**src/hdl/bbc_pkg.sv**
```systemverilog
package bbc_pkg;

    // ------------------------------------------------------------
    // register map (byte addresses)
    // ------------------------------------------------------------
    localparam int BBC_ADDR_W = 8;
    localparam logic [7:0] BBC_OFS_CTRL = 8'h00;
    localparam logic [7:0] BBC_OFS_INSN = 8'h04;
    localparam logic [7:0] BBC_OFS_PC = 8'h08;
    localparam logic [7:0] BBC_OFS_OPND = 8'h0C;
    localparam logic [7:0] BBC_OFS_REGS = 8'h10;
    localparam logic [7:0] BBC_OFS_PSW = 8'h14;
    localparam logic [7:0] BBC_OFS_CLKSEL = 8'h18;
    localparam logic [7:0] BBC_OFS_STATUS = 8'h1C;
    localparam logic [7:0] BBC_OFS_RESULT = 8'h20;

    // control register bits
    localparam int BBC_CTRL_START = 0;
    localparam int BBC_CTRL_RELEASE = 1;

    // program status word bit positions
    localparam int BBC_PSW_CY = 0;
    localparam int BBC_PSW_RBS0 = 3;
    localparam int BBC_PSW_AC = 4;
    localparam int BBC_PSW_RBS1 = 5;
    localparam int BBC_PSW_Z = 6;
    localparam int BBC_PSW_IE = 7;

    // values after reset
    localparam logic [7:0] BBC_PSW_RST = 8'h02;
    localparam logic [15:0] BBC_PC_RST = 16'h0000;
    localparam logic [2:0] BBC_CLKSEL_RST = 3'h0;

    // axi responses
    localparam logic [1:0] BBC_RESP_OKAY = 2'h0;
    localparam logic [1:0] BBC_RESP_SLVERR = 2'h2;

    // ------------------------------------------------------------
    // instruction encoding
    // ------------------------------------------------------------
    typedef enum logic [3:0] {
        OP_NOP, OP_BT, OP_BF, OP_BRANCH_IF_SET_THEN_CLEAR, OP_DECREMENT_BRANCH_NONZERO,
        OP_SEL, OP_EI, OP_DI, OP_HALT, OP_STOP
    } bbc_op_t;

    typedef enum logic [2:0] {
        SP_SADDR, SP_SFR, SP_ACC, SP_PSW, SP_HL, SP_REGB, SP_REGC
    } bbc_space_t;

    // insn register: op [3:0], space [6:4], bit [9:7], far [10], offset [23:16]
    typedef struct packed {
        logic [7:0] offset;
        logic [4:0] rsvd;
        logic outside_hsram;
        logic [2:0] bitsel;
        bbc_space_t space;
        bbc_op_t op;
    } bbc_insn_t;

    // length in bytes and count of instruction cycles
    typedef struct packed {
        logic [2:0] len;
        logic [3:0] cyc;
    } bbc_timing_t;

endpackage : bbc_pkg

```
**src/hdl/bbc_core.sv**
```systemverilog
`timescale 1ns/100ps
`default_nettype none
// Notes on behaviour
// - one instruction cycle per cpu clock period
// - short count for fast RAM, long otherwise
// - set test short direct: 3 bytes, 8/9
// - set test sfr bit: 4 bytes, 11
// - set test accumulator bit: 3 bytes, 8
// - set test status word bit: 3 bytes, 9
// - set test pointer byte bit: 3 bytes, 10/11
// - clear test short direct: 4 bytes, 10/11
// - clear test sfr or status: 4 bytes, 11
// - clear test accumulator 8, pointer 10/11
// - set-then-clear short direct: 4 bytes, 10/12
// - set-then-clear sfr bit: 4 bytes, 12
// - set-then-clear accumulator bit: 3 bytes, 8
// - set-then-clear status word bit: 4 bytes, 12
// - set-then-clear pointer byte: 3 bytes, 10/12
// - decrement B or C, branch if nonzero
// - decrement short direct byte, branch if nonzero
// - enable instruction sets interrupt enable flag
// - mask instruction clears interrupt enable flag
module bbc_core (
    input wire logic aclk,
    input wire logic aresetn,
    input wire logic [bbc_pkg::BBC_ADDR_W-1:0] s_axi_awaddr,
    input wire logic s_axi_awvalid,
    output logic s_axi_awready,
    input wire logic [31:0] s_axi_wdata,
    input wire logic [3:0] s_axi_wstrb,
    input wire logic s_axi_wvalid,
    output logic s_axi_wready,
    output logic [1:0] s_axi_bresp,
    output logic s_axi_bvalid,
    input wire logic s_axi_bready,
    input wire logic [bbc_pkg::BBC_ADDR_W-1:0] s_axi_araddr,
    input wire logic s_axi_arvalid,
    output logic s_axi_arready,
    output logic [31:0] s_axi_rdata,
    output logic [1:0] s_axi_rresp,
    output logic s_axi_rvalid,
    input wire logic s_axi_rready,
    output logic busy,
    output logic halt_mode,
    output logic stop_mode,
    output logic global_irq_enable_flag,
    output logic [1:0] bank_select_bits
);
    import bbc_pkg::*;

    typedef enum logic [1:0] {ST_IDLE, ST_EXEC, ST_HALT, ST_STOP} bbc_state_t;

    bbc_state_t state_q;
    bbc_insn_t insn_q;
    logic [15:0] pc_q;
    logic [7:0] opnd_q;
    logic [7:0] reg_b_q, reg_c_q, acc_q;
    logic [7:0] psw_q;
    logic [2:0] clksel_q;
    logic [7:0] div_q;
    logic [3:0] cyc_q;
    logic taken_q;
    logic [3:0] last_cyc_q;

    // ------------------------------------------------------------
    // axi4-lite slave
    // ------------------------------------------------------------
    logic [BBC_ADDR_W-1:0] awaddr_q, araddr_w;
    logic aw_full_q, w_full_q;
    logic [31:0] wdata_q;
    logic [3:0] wstrb_q;
    logic wr_fire;
    logic wr_hit;
    logic idle;

    assign s_axi_awready = !aw_full_q;
    assign s_axi_wready = !w_full_q;
    assign s_axi_arready = !s_axi_rvalid;
    assign wr_fire = aw_full_q && w_full_q && !s_axi_bvalid;
    assign idle = (state_q == ST_IDLE);
    assign araddr_w = s_axi_araddr;

    // byte-lane merge of write data into a register
    function automatic logic [31:0] merge(input logic [31:0] old, input logic [31:0] d,
                                          input logic [3:0] strb);
        logic [31:0] r;
        r = old;
        for (int i = 0; i < 4; i++) begin
            if (strb[i]) begin
                r[8*i +: 8] = d[8*i +: 8];
            end
        end
        return r;
    endfunction : merge

    // address and data holding, taken in either order
    always_ff @(posedge aclk) begin
        if (!aresetn) begin
            aw_full_q <= 1'b0;
            w_full_q <= 1'b0;
            awaddr_q <= '0;
            wdata_q <= '0;
            wstrb_q <= '0;
        end else begin
            if (s_axi_awvalid && !aw_full_q) begin
                aw_full_q <= 1'b1;
                awaddr_q <= s_axi_awaddr;
            end else if (wr_fire) begin
                aw_full_q <= 1'b0;
            end
            if (s_axi_wvalid && !w_full_q) begin
                w_full_q <= 1'b1;
                wdata_q <= s_axi_wdata;
                wstrb_q <= s_axi_wstrb;
            end else if (wr_fire) begin
                w_full_q <= 1'b0;
            end
        end
    end

    // write address decode
    always_comb begin
        case (awaddr_q)
            BBC_OFS_CTRL, BBC_OFS_INSN, BBC_OFS_PC, BBC_OFS_OPND,
            BBC_OFS_REGS, BBC_OFS_PSW, BBC_OFS_CLKSEL: wr_hit = 1'b1;
            default: wr_hit = 1'b0;
        endcase
    end

    // write response
    always_ff @(posedge aclk) begin
        if (!aresetn) begin
            s_axi_bvalid <= 1'b0;
            s_axi_bresp <= BBC_RESP_OKAY;
        end else if (wr_fire) begin
            s_axi_bvalid <= 1'b1;
            s_axi_bresp <= wr_hit ? BBC_RESP_OKAY : BBC_RESP_SLVERR;
        end else if (s_axi_bready) begin
            s_axi_bvalid <= 1'b0;
        end
    end

    // strobes into the register file; config writes are dropped unless the core is idle
    logic wr_ctrl, wr_cfg;
    logic [31:0] wmerged;
    assign wr_ctrl = wr_fire && (awaddr_q == BBC_OFS_CTRL) && wstrb_q[0];
    assign wr_cfg = wr_fire && idle;

    // ------------------------------------------------------------
    // instruction timing table
    // ------------------------------------------------------------
    function automatic bbc_timing_t timing(input bbc_insn_t i);
        bbc_timing_t t;
        logic far;
        far = i.outside_hsram;
        t = '{len: 3'd2, cyc: 4'd6};
        case (i.op)
            OP_BT: begin
                case (i.space)
                    SP_SFR: t = '{len: 3'd4, cyc: 4'd11};
                    SP_ACC: t = '{len: 3'd3, cyc: 4'd8};
                    SP_PSW: t = '{len: 3'd3, cyc: 4'd9};
                    SP_HL: t = '{len: 3'd3, cyc: far ? 4'd11 : 4'd10};
                    default: t = '{len: 3'd3, cyc: far ? 4'd9 : 4'd8};
                endcase
            end
            OP_BF: begin
                case (i.space)
                    SP_SFR, SP_PSW: t = '{len: 3'd4, cyc: 4'd11};
                    SP_ACC: t = '{len: 3'd3, cyc: 4'd8};
                    SP_HL: t = '{len: 3'd3, cyc: far ? 4'd11 : 4'd10};
                    default: t = '{len: 3'd4, cyc: far ? 4'd11 : 4'd10};
                endcase
            end
            OP_BRANCH_IF_SET_THEN_CLEAR: begin
                case (i.space)
                    SP_SFR: t = '{len: 3'd4, cyc: 4'd12};
                    SP_ACC: t = '{len: 3'd3, cyc: 4'd8};
                    SP_PSW: t = '{len: 3'd4, cyc: 4'd12};
                    SP_HL: t = '{len: 3'd3, cyc: far ? 4'd12 : 4'd10};
                    default: t = '{len: 3'd4, cyc: far ? 4'd12 : 4'd10};
                endcase
            end
            OP_DECREMENT_BRANCH_NONZERO: begin
                case (i.space)
                    SP_REGB, SP_REGC: t = '{len: 3'd2, cyc: 4'd6};
                    default: t = '{len: 3'd3, cyc: far ? 4'd10 : 4'd8};
                endcase
            end
            OP_SEL: t = '{len: 3'd2, cyc: 4'd4};
            OP_NOP: t = '{len: 3'd1, cyc: 4'd2};
            default: t = '{len: 3'd2, cyc: 4'd6};
        endcase
        return t;
    endfunction : timing

    // ------------------------------------------------------------
    // execution datapath
    // ------------------------------------------------------------
    bbc_timing_t tim;
    logic [7:0] src;
    logic [7:0] dec;
    logic bit_val;
    logic take;
    logic [15:0] target;
    logic [15:0] next_pc;
    logic [7:0] cleared;

    assign tim = timing(insn_q);

    // operand byte selected by addressing space
    always_comb begin
        case (insn_q.space)
            SP_ACC: src = acc_q;
            SP_PSW: src = psw_q;
            SP_REGB: src = reg_b_q;
            SP_REGC: src = reg_c_q;
            default: src = opnd_q;
        endcase
    end

    assign bit_val = src[insn_q.bitsel];
    assign dec = src - 8'h01;
    assign cleared = src & ~(8'h01 << insn_q.bitsel);

    // branch decision per instruction
    always_comb begin
        case (insn_q.op)
            OP_BT, OP_BRANCH_IF_SET_THEN_CLEAR: take = bit_val;
            OP_BF: take = !bit_val;
            OP_DECREMENT_BRANCH_NONZERO: take = (dec != 8'h00);
            default: take = 1'b0;
        endcase
    end

    // pc plus length, plus sign-extended offset when taken
    assign next_pc = pc_q + {13'h0000, tim.len};
    assign target = next_pc + {{8{insn_q.offset[7]}}, insn_q.offset};

    // ------------------------------------------------------------
    // instruction cycle pacing
    // ------------------------------------------------------------
    logic tick;
    logic [7:0] div_max;
    logic commit;

    // cpu clock is aclk divided by 2**clksel
    assign div_max = 8'((9'h001 << clksel_q) - 9'h001);
    assign tick = (div_q == div_max);
    assign commit = (state_q == ST_EXEC) && tick && (cyc_q == tim.cyc - 4'd1);

    // divider runs only during execution
    always_ff @(posedge aclk) begin
        if (!aresetn) begin
            div_q <= '0;
        end else if (state_q != ST_EXEC || tick) begin
            div_q <= '0;
        end else begin
            div_q <= div_q + 8'h01;
        end
    end

    // elapsed instruction cycles
    always_ff @(posedge aclk) begin
        if (!aresetn) begin
            cyc_q <= '0;
        end else if (state_q != ST_EXEC) begin
            cyc_q <= '0;
        end else if (tick) begin
            cyc_q <= cyc_q + 4'd1;
        end
    end

    // ------------------------------------------------------------
    // control state
    // ------------------------------------------------------------
    always_ff @(posedge aclk) begin
        if (!aresetn) begin
            state_q <= ST_IDLE;
        end else begin
            case (state_q)
                ST_IDLE: begin
                    if (wr_ctrl && wdata_q[BBC_CTRL_START]) begin
                        state_q <= ST_EXEC;
                    end
                end
                ST_EXEC: begin
                    if (commit) begin
                        if (insn_q.op == OP_HALT) begin
                            state_q <= ST_HALT;
                        end else if (insn_q.op == OP_STOP) begin
                            state_q <= ST_STOP;
                        end else begin
                            state_q <= ST_IDLE;
                        end
                    end
                end
                ST_HALT, ST_STOP: begin
                    if (wr_ctrl && wdata_q[BBC_CTRL_RELEASE]) begin
                        state_q <= ST_IDLE;
                    end
                end
                default: state_q <= ST_IDLE;
            endcase
        end
    end

    // software-loaded instruction and clock select
    always_ff @(posedge aclk) begin
        if (!aresetn) begin
            insn_q <= '0;
            clksel_q <= BBC_CLKSEL_RST;
        end else if (wr_cfg) begin
            if (awaddr_q == BBC_OFS_INSN) begin
                insn_q <= bbc_insn_t'(24'(merge({8'h00, insn_q}, wdata_q, wstrb_q) & 32'h00FF07FF));
            end
            if (awaddr_q == BBC_OFS_CLKSEL && wstrb_q[0]) begin
                clksel_q <= wdata_q[2:0];
            end
        end
    end

    // program counter
    always_ff @(posedge aclk) begin
        if (!aresetn) begin
            pc_q <= BBC_PC_RST;
        end else if (commit) begin
            pc_q <= take ? target : next_pc;
        end else if (wr_cfg && awaddr_q == BBC_OFS_PC) begin
            pc_q <= 16'(merge({16'h0000, pc_q}, wdata_q, wstrb_q));
        end
    end

    // memory operand byte and general registers
    assign wmerged = merge({8'h00, acc_q, reg_c_q, reg_b_q}, wdata_q, wstrb_q);
    always_ff @(posedge aclk) begin
        if (!aresetn) begin
            opnd_q <= '0;
            reg_b_q <= '0;
            reg_c_q <= '0;
            acc_q <= '0;
        end else if (commit) begin
            case (insn_q.op)
                OP_BRANCH_IF_SET_THEN_CLEAR: begin
                    if (bit_val) begin
                        case (insn_q.space)
                            SP_ACC: acc_q <= cleared;
                            SP_SADDR, SP_SFR, SP_HL: opnd_q <= cleared;
                            default: ;
                        endcase
                    end
                end
                OP_DECREMENT_BRANCH_NONZERO: begin
                    case (insn_q.space)
                        SP_REGB: reg_b_q <= dec;
                        SP_REGC: reg_c_q <= dec;
                        default: opnd_q <= dec;
                    endcase
                end
                default: ;
            endcase
        end else if (wr_cfg) begin
            if (awaddr_q == BBC_OFS_OPND && wstrb_q[0]) begin
                opnd_q <= wdata_q[7:0];
            end
            if (awaddr_q == BBC_OFS_REGS) begin
                reg_b_q <= wmerged[7:0];
                reg_c_q <= wmerged[15:8];
                acc_q <= wmerged[23:16];
            end
        end
    end

    // program status word
    always_ff @(posedge aclk) begin
        if (!aresetn) begin
            psw_q <= BBC_PSW_RST;
        end else if (commit) begin
            case (insn_q.op)
                OP_EI: psw_q[BBC_PSW_IE] <= 1'b1;
                OP_DI: psw_q[BBC_PSW_IE] <= 1'b0;
                OP_SEL: begin
                    psw_q[BBC_PSW_RBS1] <= insn_q.bitsel[1];
                    psw_q[BBC_PSW_RBS0] <= insn_q.bitsel[0];
                end
                OP_BRANCH_IF_SET_THEN_CLEAR: begin
                    if (bit_val && insn_q.space == SP_PSW) begin
                        psw_q <= cleared;
                    end
                end
                default: ;
            endcase
        end else if (wr_cfg && awaddr_q == BBC_OFS_PSW && wstrb_q[0]) begin
            psw_q <= wdata_q[7:0];
        end
    end

    // outcome of the last executed instruction
    always_ff @(posedge aclk) begin
        if (!aresetn) begin
            taken_q <= 1'b0;
            last_cyc_q <= '0;
        end else if (commit) begin
            taken_q <= take;
            last_cyc_q <= tim.cyc;
        end
    end

    // ------------------------------------------------------------
    // read channel
    // ------------------------------------------------------------
    logic [31:0] rd_val;
    logic rd_hit;

    always_comb begin
        rd_hit = 1'b1;
        case (araddr_w)
            BBC_OFS_CTRL: rd_val = 32'h00000000;
            BBC_OFS_INSN: rd_val = {8'h00, insn_q};
            BBC_OFS_PC: rd_val = {16'h0000, pc_q};
            BBC_OFS_OPND: rd_val = {24'h000000, opnd_q};
            BBC_OFS_REGS: rd_val = {8'h00, acc_q, reg_c_q, reg_b_q};
            BBC_OFS_PSW: rd_val = {24'h000000, psw_q};
            BBC_OFS_CLKSEL: rd_val = {29'h00000000, clksel_q};
            BBC_OFS_STATUS: rd_val = {16'h0000, 4'h0, last_cyc_q, 3'h0, taken_q,
                                      stop_mode, halt_mode, 1'b0, busy};
            BBC_OFS_RESULT: rd_val = {tim.cyc, 1'b0, tim.len, 8'h00, target};
            default: begin
                rd_val = 32'h00000000;
                rd_hit = 1'b0;
            end
        endcase
    end

    // registered read answer
    always_ff @(posedge aclk) begin
        if (!aresetn) begin
            s_axi_rvalid <= 1'b0;
            s_axi_rdata <= '0;
            s_axi_rresp <= BBC_RESP_OKAY;
        end else if (s_axi_arvalid && !s_axi_rvalid) begin
            s_axi_rvalid <= 1'b1;
            s_axi_rdata <= rd_val;
            s_axi_rresp <= rd_hit ? BBC_RESP_OKAY : BBC_RESP_SLVERR;
        end else if (s_axi_rready) begin
            s_axi_rvalid <= 1'b0;
        end
    end

    // ------------------------------------------------------------
    // status outputs
    // ------------------------------------------------------------
    assign busy = (state_q == ST_EXEC);
    assign halt_mode = (state_q == ST_HALT);
    assign stop_mode = (state_q == ST_STOP);
    assign global_irq_enable_flag = psw_q[BBC_PSW_IE];
    assign bank_select_bits = {psw_q[BBC_PSW_RBS1], psw_q[BBC_PSW_RBS0]};

endmodule : bbc_core
`default_nettype wire

```
**config.mk**
```make
export PLATFORM = sky130hd
export DESIGN_NAME = bbc_core
export DESIGN_NICKNAME = d
export VERILOG_FILES = /design/src/hdl/bbc_pkg.sv /design/src/hdl/bbc_core.sv
export SDC_FILE = /design/constraint.sdc
export NUM_CORES = 1
export LEC_CHECK = 0
export BUFFER_PORTS_ARGS = -buffer_cell sky130_fd_sc_hd__buf_2
export CAP_MARGIN = 0
export CORE_MARGIN = 2
export CORE_UTILIZATION = 25
export CTS_BUF_LIST = sky130_fd_sc_hd__clkbuf_4
export CTS_CLUSTER_DIAMETER = 200
export CTS_CLUSTER_SIZE = 12
export DETAILED_ROUTE_END_ITERATION = 10
export PLACE_DENSITY = 0.4
export SLEW_MARGIN = 20
export SYNTH_ARGS = -nofsm -noshare
export SYNTH_HDL_FRONTEND = slang
export SYNTH_SLANG_ARGS = --single-unit
```
**constraint.sdc**
```tcl
create_clock -name aclk -period 6.2 [get_ports aclk]
set_input_delay 0.62 -clock aclk [delete_from_list [all_inputs] [get_ports aclk]]
set_output_delay 0.62 -clock aclk [all_outputs]
set_load 0.02 [all_outputs]
```
==> results list <==
* Tmin final: 5.30 ns
- Average instance area after synthesis: 8.17 µm²
- The synthesized netlist devotes 22.2% of its cell area to simple gates.
- CTS tree: yes
- Hold repair after CTS inserted 0 buffers.
- Setup repair after global routing missed its margin: false
* Worst ir drop on vdd: 0.0000794 V
- The critical path is of the register to register type.
* Power density normalized to cell area: 165 nW/µm²
- The worst setup path is captured at a register.
* Number of enable-type register cells in the synthesized netlist: 0
* Xor and xnor area share after synthesis: 4.47%
- Maximum number of pins on one net before global-route repair: 74
- Sequential-to-total area share from yosys stat: 32.1%
* First-pass iteration count of the detailed router: 5
- Setup Slack @ Placement: 1.02 ns
- Final cell count without fillers: 1894
- After detailed routing, the number of remaining DRC violations is 0.
- Summing the areas of all fa, ha and maj instances in the mapped netlist gives 3.46% of the synthesized area.
- H-tree level count: 4
- Count of state elements after synthesis: 169
- The final max-slew violation count is 0.
- Walking the worst path, the cells encountered are xor2_2 > nand3_1 > nand2_1 > o21ai_0 > ha_1 > inv_1 > fa_1 > inv_1 > a21o_1 > nand4_1 > xnor2_1 > ha_1 > a21o_1 > a21oi_1 > o2bb2ai_1 > o41ai_1 > o21ai_0 > xor2_1 > a222oi_1 > o21ai_0 > and2_1.
- The first global-routing pass estimated 60700 µm of wire.
- Vias per inst: 5.09
- Part of the cycle the worst path needs: 85.5%
* Number of distinct library cells after synthesis: 91
- Input and output buffers added on the ports amount to 93.
- STA classifies the critical path startpoint as a register.
* Final WL: 39700 µm
* Number of buffers between clock root and the deepest sink: 2
- The initial utilization of the core area, before any placement, comes to 25.3%.
- Vert. Die Dim: 209 µm
- Number of antenna violations at the first check in global routing: 1
- Top cell by count, worst path: sky130_fd_sc_hd__o21ai_0
* Die width: 209 µm
* Remaining antenna violation count: 0
- For the worst setup path, the data arrival time is 5.86 ns.
* Setup fix buffers added after clock tree synthesis: 0
- Standard-cell rows: 75
- The floorplan step defined a core boundary enclosing 41800 µm².
- After detailed routing, the average wire length per cell comes to 21.0 µm.
- The tree built by TritonCTS fans out to 169 sinks.
* Worst stage delay on the critical path: 0.59 ns
* Run status: completed
- The clock reaches the later pin of the worst-skew pair after 0.66 ns.
* Req. time, crit path: 6.76 ns
- Complex-gate fraction of the synthesized area: 20.1%
* Total gr overflow: 0
- Total Routing Usage GR: 18.4%
- Number of max-cap violations: 0
- Layout cell share with drive strength beyond 1: 15.7%
- Vias after detailed routing: 9646
* DIE AREA: 43900 µm²
- Max Fclk: 189 MHz
- For this design the top-level I/O count stands at 106.
* Setup violations, final: 0
- After layout, the worst setup slack is 0.900 ns.
- For the pin with the worst max-slew slack, the measured transition is 1.14 ns.
* Number of global-route vias before repair: 9333
- Along the worst path, the maximum fanout reaches 7.
- Hold slack: 0.124 ns
* Count of final hold-check violations: 0
* Total of warnings raised by yosys: 0
- Final TNS setup: 0 ns
* Final design area excluding fillers: 11700 µm²
- Combinational family with the most area after synthesis: simple AND/OR/NAND/NOR gates
- After clock tree synthesis, the clock-pin slew on the worst setup and hold paths is 0.16 ns.
- Weighted congestion at the end of routability-driven global placement: 0.872
- Max-slew headroom: 23.6%
- The HPWL after detailed placement is 30100 µm.
- In this design, the largest share of critical-path delay is due to compound AO/OA/AOI/OAI gates.
- 1st-iter DRT viols: 665
* Number of placed instances, taps included: 1862
- The area growth from synthesis to layout is 10.8%.
- The tree is rooted in a sky130_fd_sc_hd__clkbuf_4.
* Total CTS buffers: 17
* Async set-or-reset flop fraction in the synthesized netlist: 0%
* Clk_skew: 0.0286 ns
* Post-CTS resize count: 0
* Total power consumption of the routed design: 1.92 mW
* Post-detailed-placement cell area: 11400 µm²
- In this run the static leakage power is 4.44 nW.
* Post-synthesis cell count: 1291
* Path type of the worst min-delay path: input pin to register
* NumNets Final: 1429
- Dominant synthesized flop cell: sky130_fd_sc_hd__dfxtp_1
* Highest-delay cell along the critical path: sky130_fd_sc_hd__dfxtp_1
- The number of buffers and inverters on the critical path is 2.
- For this run, the share of the core covered by cells in the final layout is 28.0%.
- After synthesis the cells add up to 10500 µm².
- Measured against the total synthesized area, the mux share comes to 12.5%.
==> state kept, by name, indices dropped and copies added, names as in the netlist, 2 cells and up <==
signal,cells
s_axi_rdata,31
state_q,2
last_cyc_q,4
wdata_q,24
wstrb_q,3
clksel_q,3
awaddr_q,8
reg_c_q,8
acc_q,8
div_q,8
opnd_q,8
cyc_q,4
reg_b_q,8
pc_q,16
psw_q,8
insn_q,19
==> cell usage after synthesis (6+ instances only) <==
cell / instances / area share, %
sky130_fd_sc_hd__nand3_1: 31 / 1.5
sky130_fd_sc_hd__xnor2_1: 30 / 2.5
sky130_fd_sc_hd__nand4_1: 9 / 0.53
sky130_fd_sc_hd__dfxtp_1: 169 / 32
sky130_fd_sc_hd__and3_1: 9 / 0.53
sky130_fd_sc_hd__or3_1: 7 / 0.42
sky130_fd_sc_hd__mux2i_1: 90 / 8.5
sky130_fd_sc_hd__nand2b_1: 9 / 0.53
sky130_fd_sc_hd__and2_1: 15 / 0.89
sky130_fd_sc_hd__a222oi_1: 8 / 0.76
sky130_fd_sc_hd__a211oi_1: 18 / 1.3
sky130_fd_sc_hd__nor2b_1: 17 / 1.0
sky130_fd_sc_hd__xor2_1: 22 / 1.8
sky130_fd_sc_hd__nor2_1: 207 / 7.4
sky130_fd_sc_hd__nor3_1: 20 / 0.95
sky130_fd_sc_hd__nor3b_1: 6 / 0.43
sky130_fd_sc_hd__a311oi_1: 7 / 0.58
sky130_fd_sc_hd__a31oi_1: 6 / 0.36
sky130_fd_sc_hd__o21a_1: 8 / 0.57
sky130_fd_sc_hd__a21oi_1: 87 / 4.1
sky130_fd_sc_hd__ha_1: 26 / 3.1
sky130_fd_sc_hd__a21o_1: 11 / 0.78
sky130_fd_sc_hd__nor4_1: 6 / 0.36
sky130_fd_sc_hd__o21ai_0: 39 / 1.9
sky130_fd_sc_hd__mux2_2: 37 / 4.0
sky130_fd_sc_hd__nand2_1: 138 / 4.9
sky130_fd_sc_hd__buf_6: 11 / 1.2
sky130_fd_sc_hd__buf_4: 8 / 0.57
sky130_fd_sc_hd__o311a_1: 9 / 0.85
sky130_fd_sc_hd__inv_1: 26 / 0.93
sky130_fd_sc_hd__a22oi_1: 32 / 2.3
sky130_fd_sc_hd__clkbuf_1: 53 / 1.9
sky130_fd_sc_hd__buf_2: 8 / 0.38
sky130_fd_sc_hd__a221oi_1: 7 / 0.58
==> placed cells by master (no fill, tap or decap), types with 20 or more instances in the layout <==
cell,count
sky130_fd_sc_hd__a21oi_1,87
sky130_fd_sc_hd__a22oi_1,32
sky130_fd_sc_hd__buf_2,93
sky130_fd_sc_hd__dfxtp_1,169
sky130_fd_sc_hd__ha_1,26
sky130_fd_sc_hd__inv_1,26
sky130_fd_sc_hd__mux2_2,37
sky130_fd_sc_hd__mux2i_1,90
sky130_fd_sc_hd__nand2_1,138
sky130_fd_sc_hd__nand3_1,31
sky130_fd_sc_hd__nor2_1,207
sky130_fd_sc_hd__nor3_1,20
sky130_fd_sc_hd__o21ai_0,39
sky130_fd_sc_hd__xnor2_1,30
sky130_fd_sc_hd__xor2_1,22
==> cell type report <==
cell class | count | area (µm²)
antenna | 1 | 2.50
clock buffer | 18 | 135
clock inverter | 13 | 131
fill | 4533 | 30100
inverter | 27 | 104
multi-input combinational | 1015 | 6640
sequential | 169 | 3380
tap | 539 | 674
timing repair buffer | 112 | 621
==> routing by layer <==
| layer | vias to the layer above | global-route usage [%] | part of all wire (%) |
|---|---|---|---|
| met5 | - | 0 | 0 |
| met4 | 0 | 5.74 | 2.2 |
| met3 | 41 | 2.83 | 3.7 |
| met2 | 211 | 27.5 | 43 |
| met1 | 4656 | 27.1 | 51 |
| li1 | 4738 | - | - |
==> power breakdown <==
part | internal [mW] | total (mW) | switching (mW) | leakage (nW)
Clock | 0.213 | 0.671 | 0.458 | 0.145
Sequential | 1.10 | 1.13 | 0.0275 | 1.37
Combinational | 0.0425 | 0.122 | 0.0791 | 2.92
==> path summary, 6_finish.rpt <==
kind                 startpoint              end  slack, ns  cells after the start
hold reg to reg   last_cyc_q[3]    last_cyc_q[3]       0.47                      2
hold / removal     s_axi_rready     s_axi_rvalid       0.12                      2
setup / recovery      insn_q[5]  s_axi_rdata[13]       0.90                     21
setup reg to reg      insn_q[5]  s_axi_rdata[13]       0.90                     21
==> worst register-to-register path, stage by stage (launching register included) <==
cell	delay [ns]
sky130_fd_sc_hd__dfxtp_1	0.59
sky130_fd_sc_hd__xor2_2	0.18
sky130_fd_sc_hd__nand3_1	0.12
sky130_fd_sc_hd__nand2_1	0.06
sky130_fd_sc_hd__o21ai_0	0.40
sky130_fd_sc_hd__ha_1	0.27
sky130_fd_sc_hd__inv_1	0.06
sky130_fd_sc_hd__fa_1	0.40
sky130_fd_sc_hd__inv_1	0.07
sky130_fd_sc_hd__a21o_1	0.20
sky130_fd_sc_hd__nand4_1	0.14
sky130_fd_sc_hd__xnor2_1	0.28
sky130_fd_sc_hd__ha_1	0.34
sky130_fd_sc_hd__a21o_1	0.20
sky130_fd_sc_hd__a21oi_1	0.14
sky130_fd_sc_hd__o2bb2ai_1	0.11
sky130_fd_sc_hd__o41ai_1	0.47
sky130_fd_sc_hd__o21ai_0	0.33
sky130_fd_sc_hd__xor2_1	0.23
sky130_fd_sc_hd__a222oi_1	0.34
sky130_fd_sc_hd__o21ai_0	0.11
sky130_fd_sc_hd__and2_1	0.17
==> logic make-up (layout without fill, tap and decap cells) <==
logic type,count (synthesis),in the layout
and+or+nand+nor,507,507
AOI/OAI and AO/OA,297,297
DFF,169,169
muxes,127,127
buffers and inverters,109,170
xor gates and xnor gates,53,53
adders and majority gates,28,28
other,1,4
Note: power is estimated with default switching activity, not from simulation.
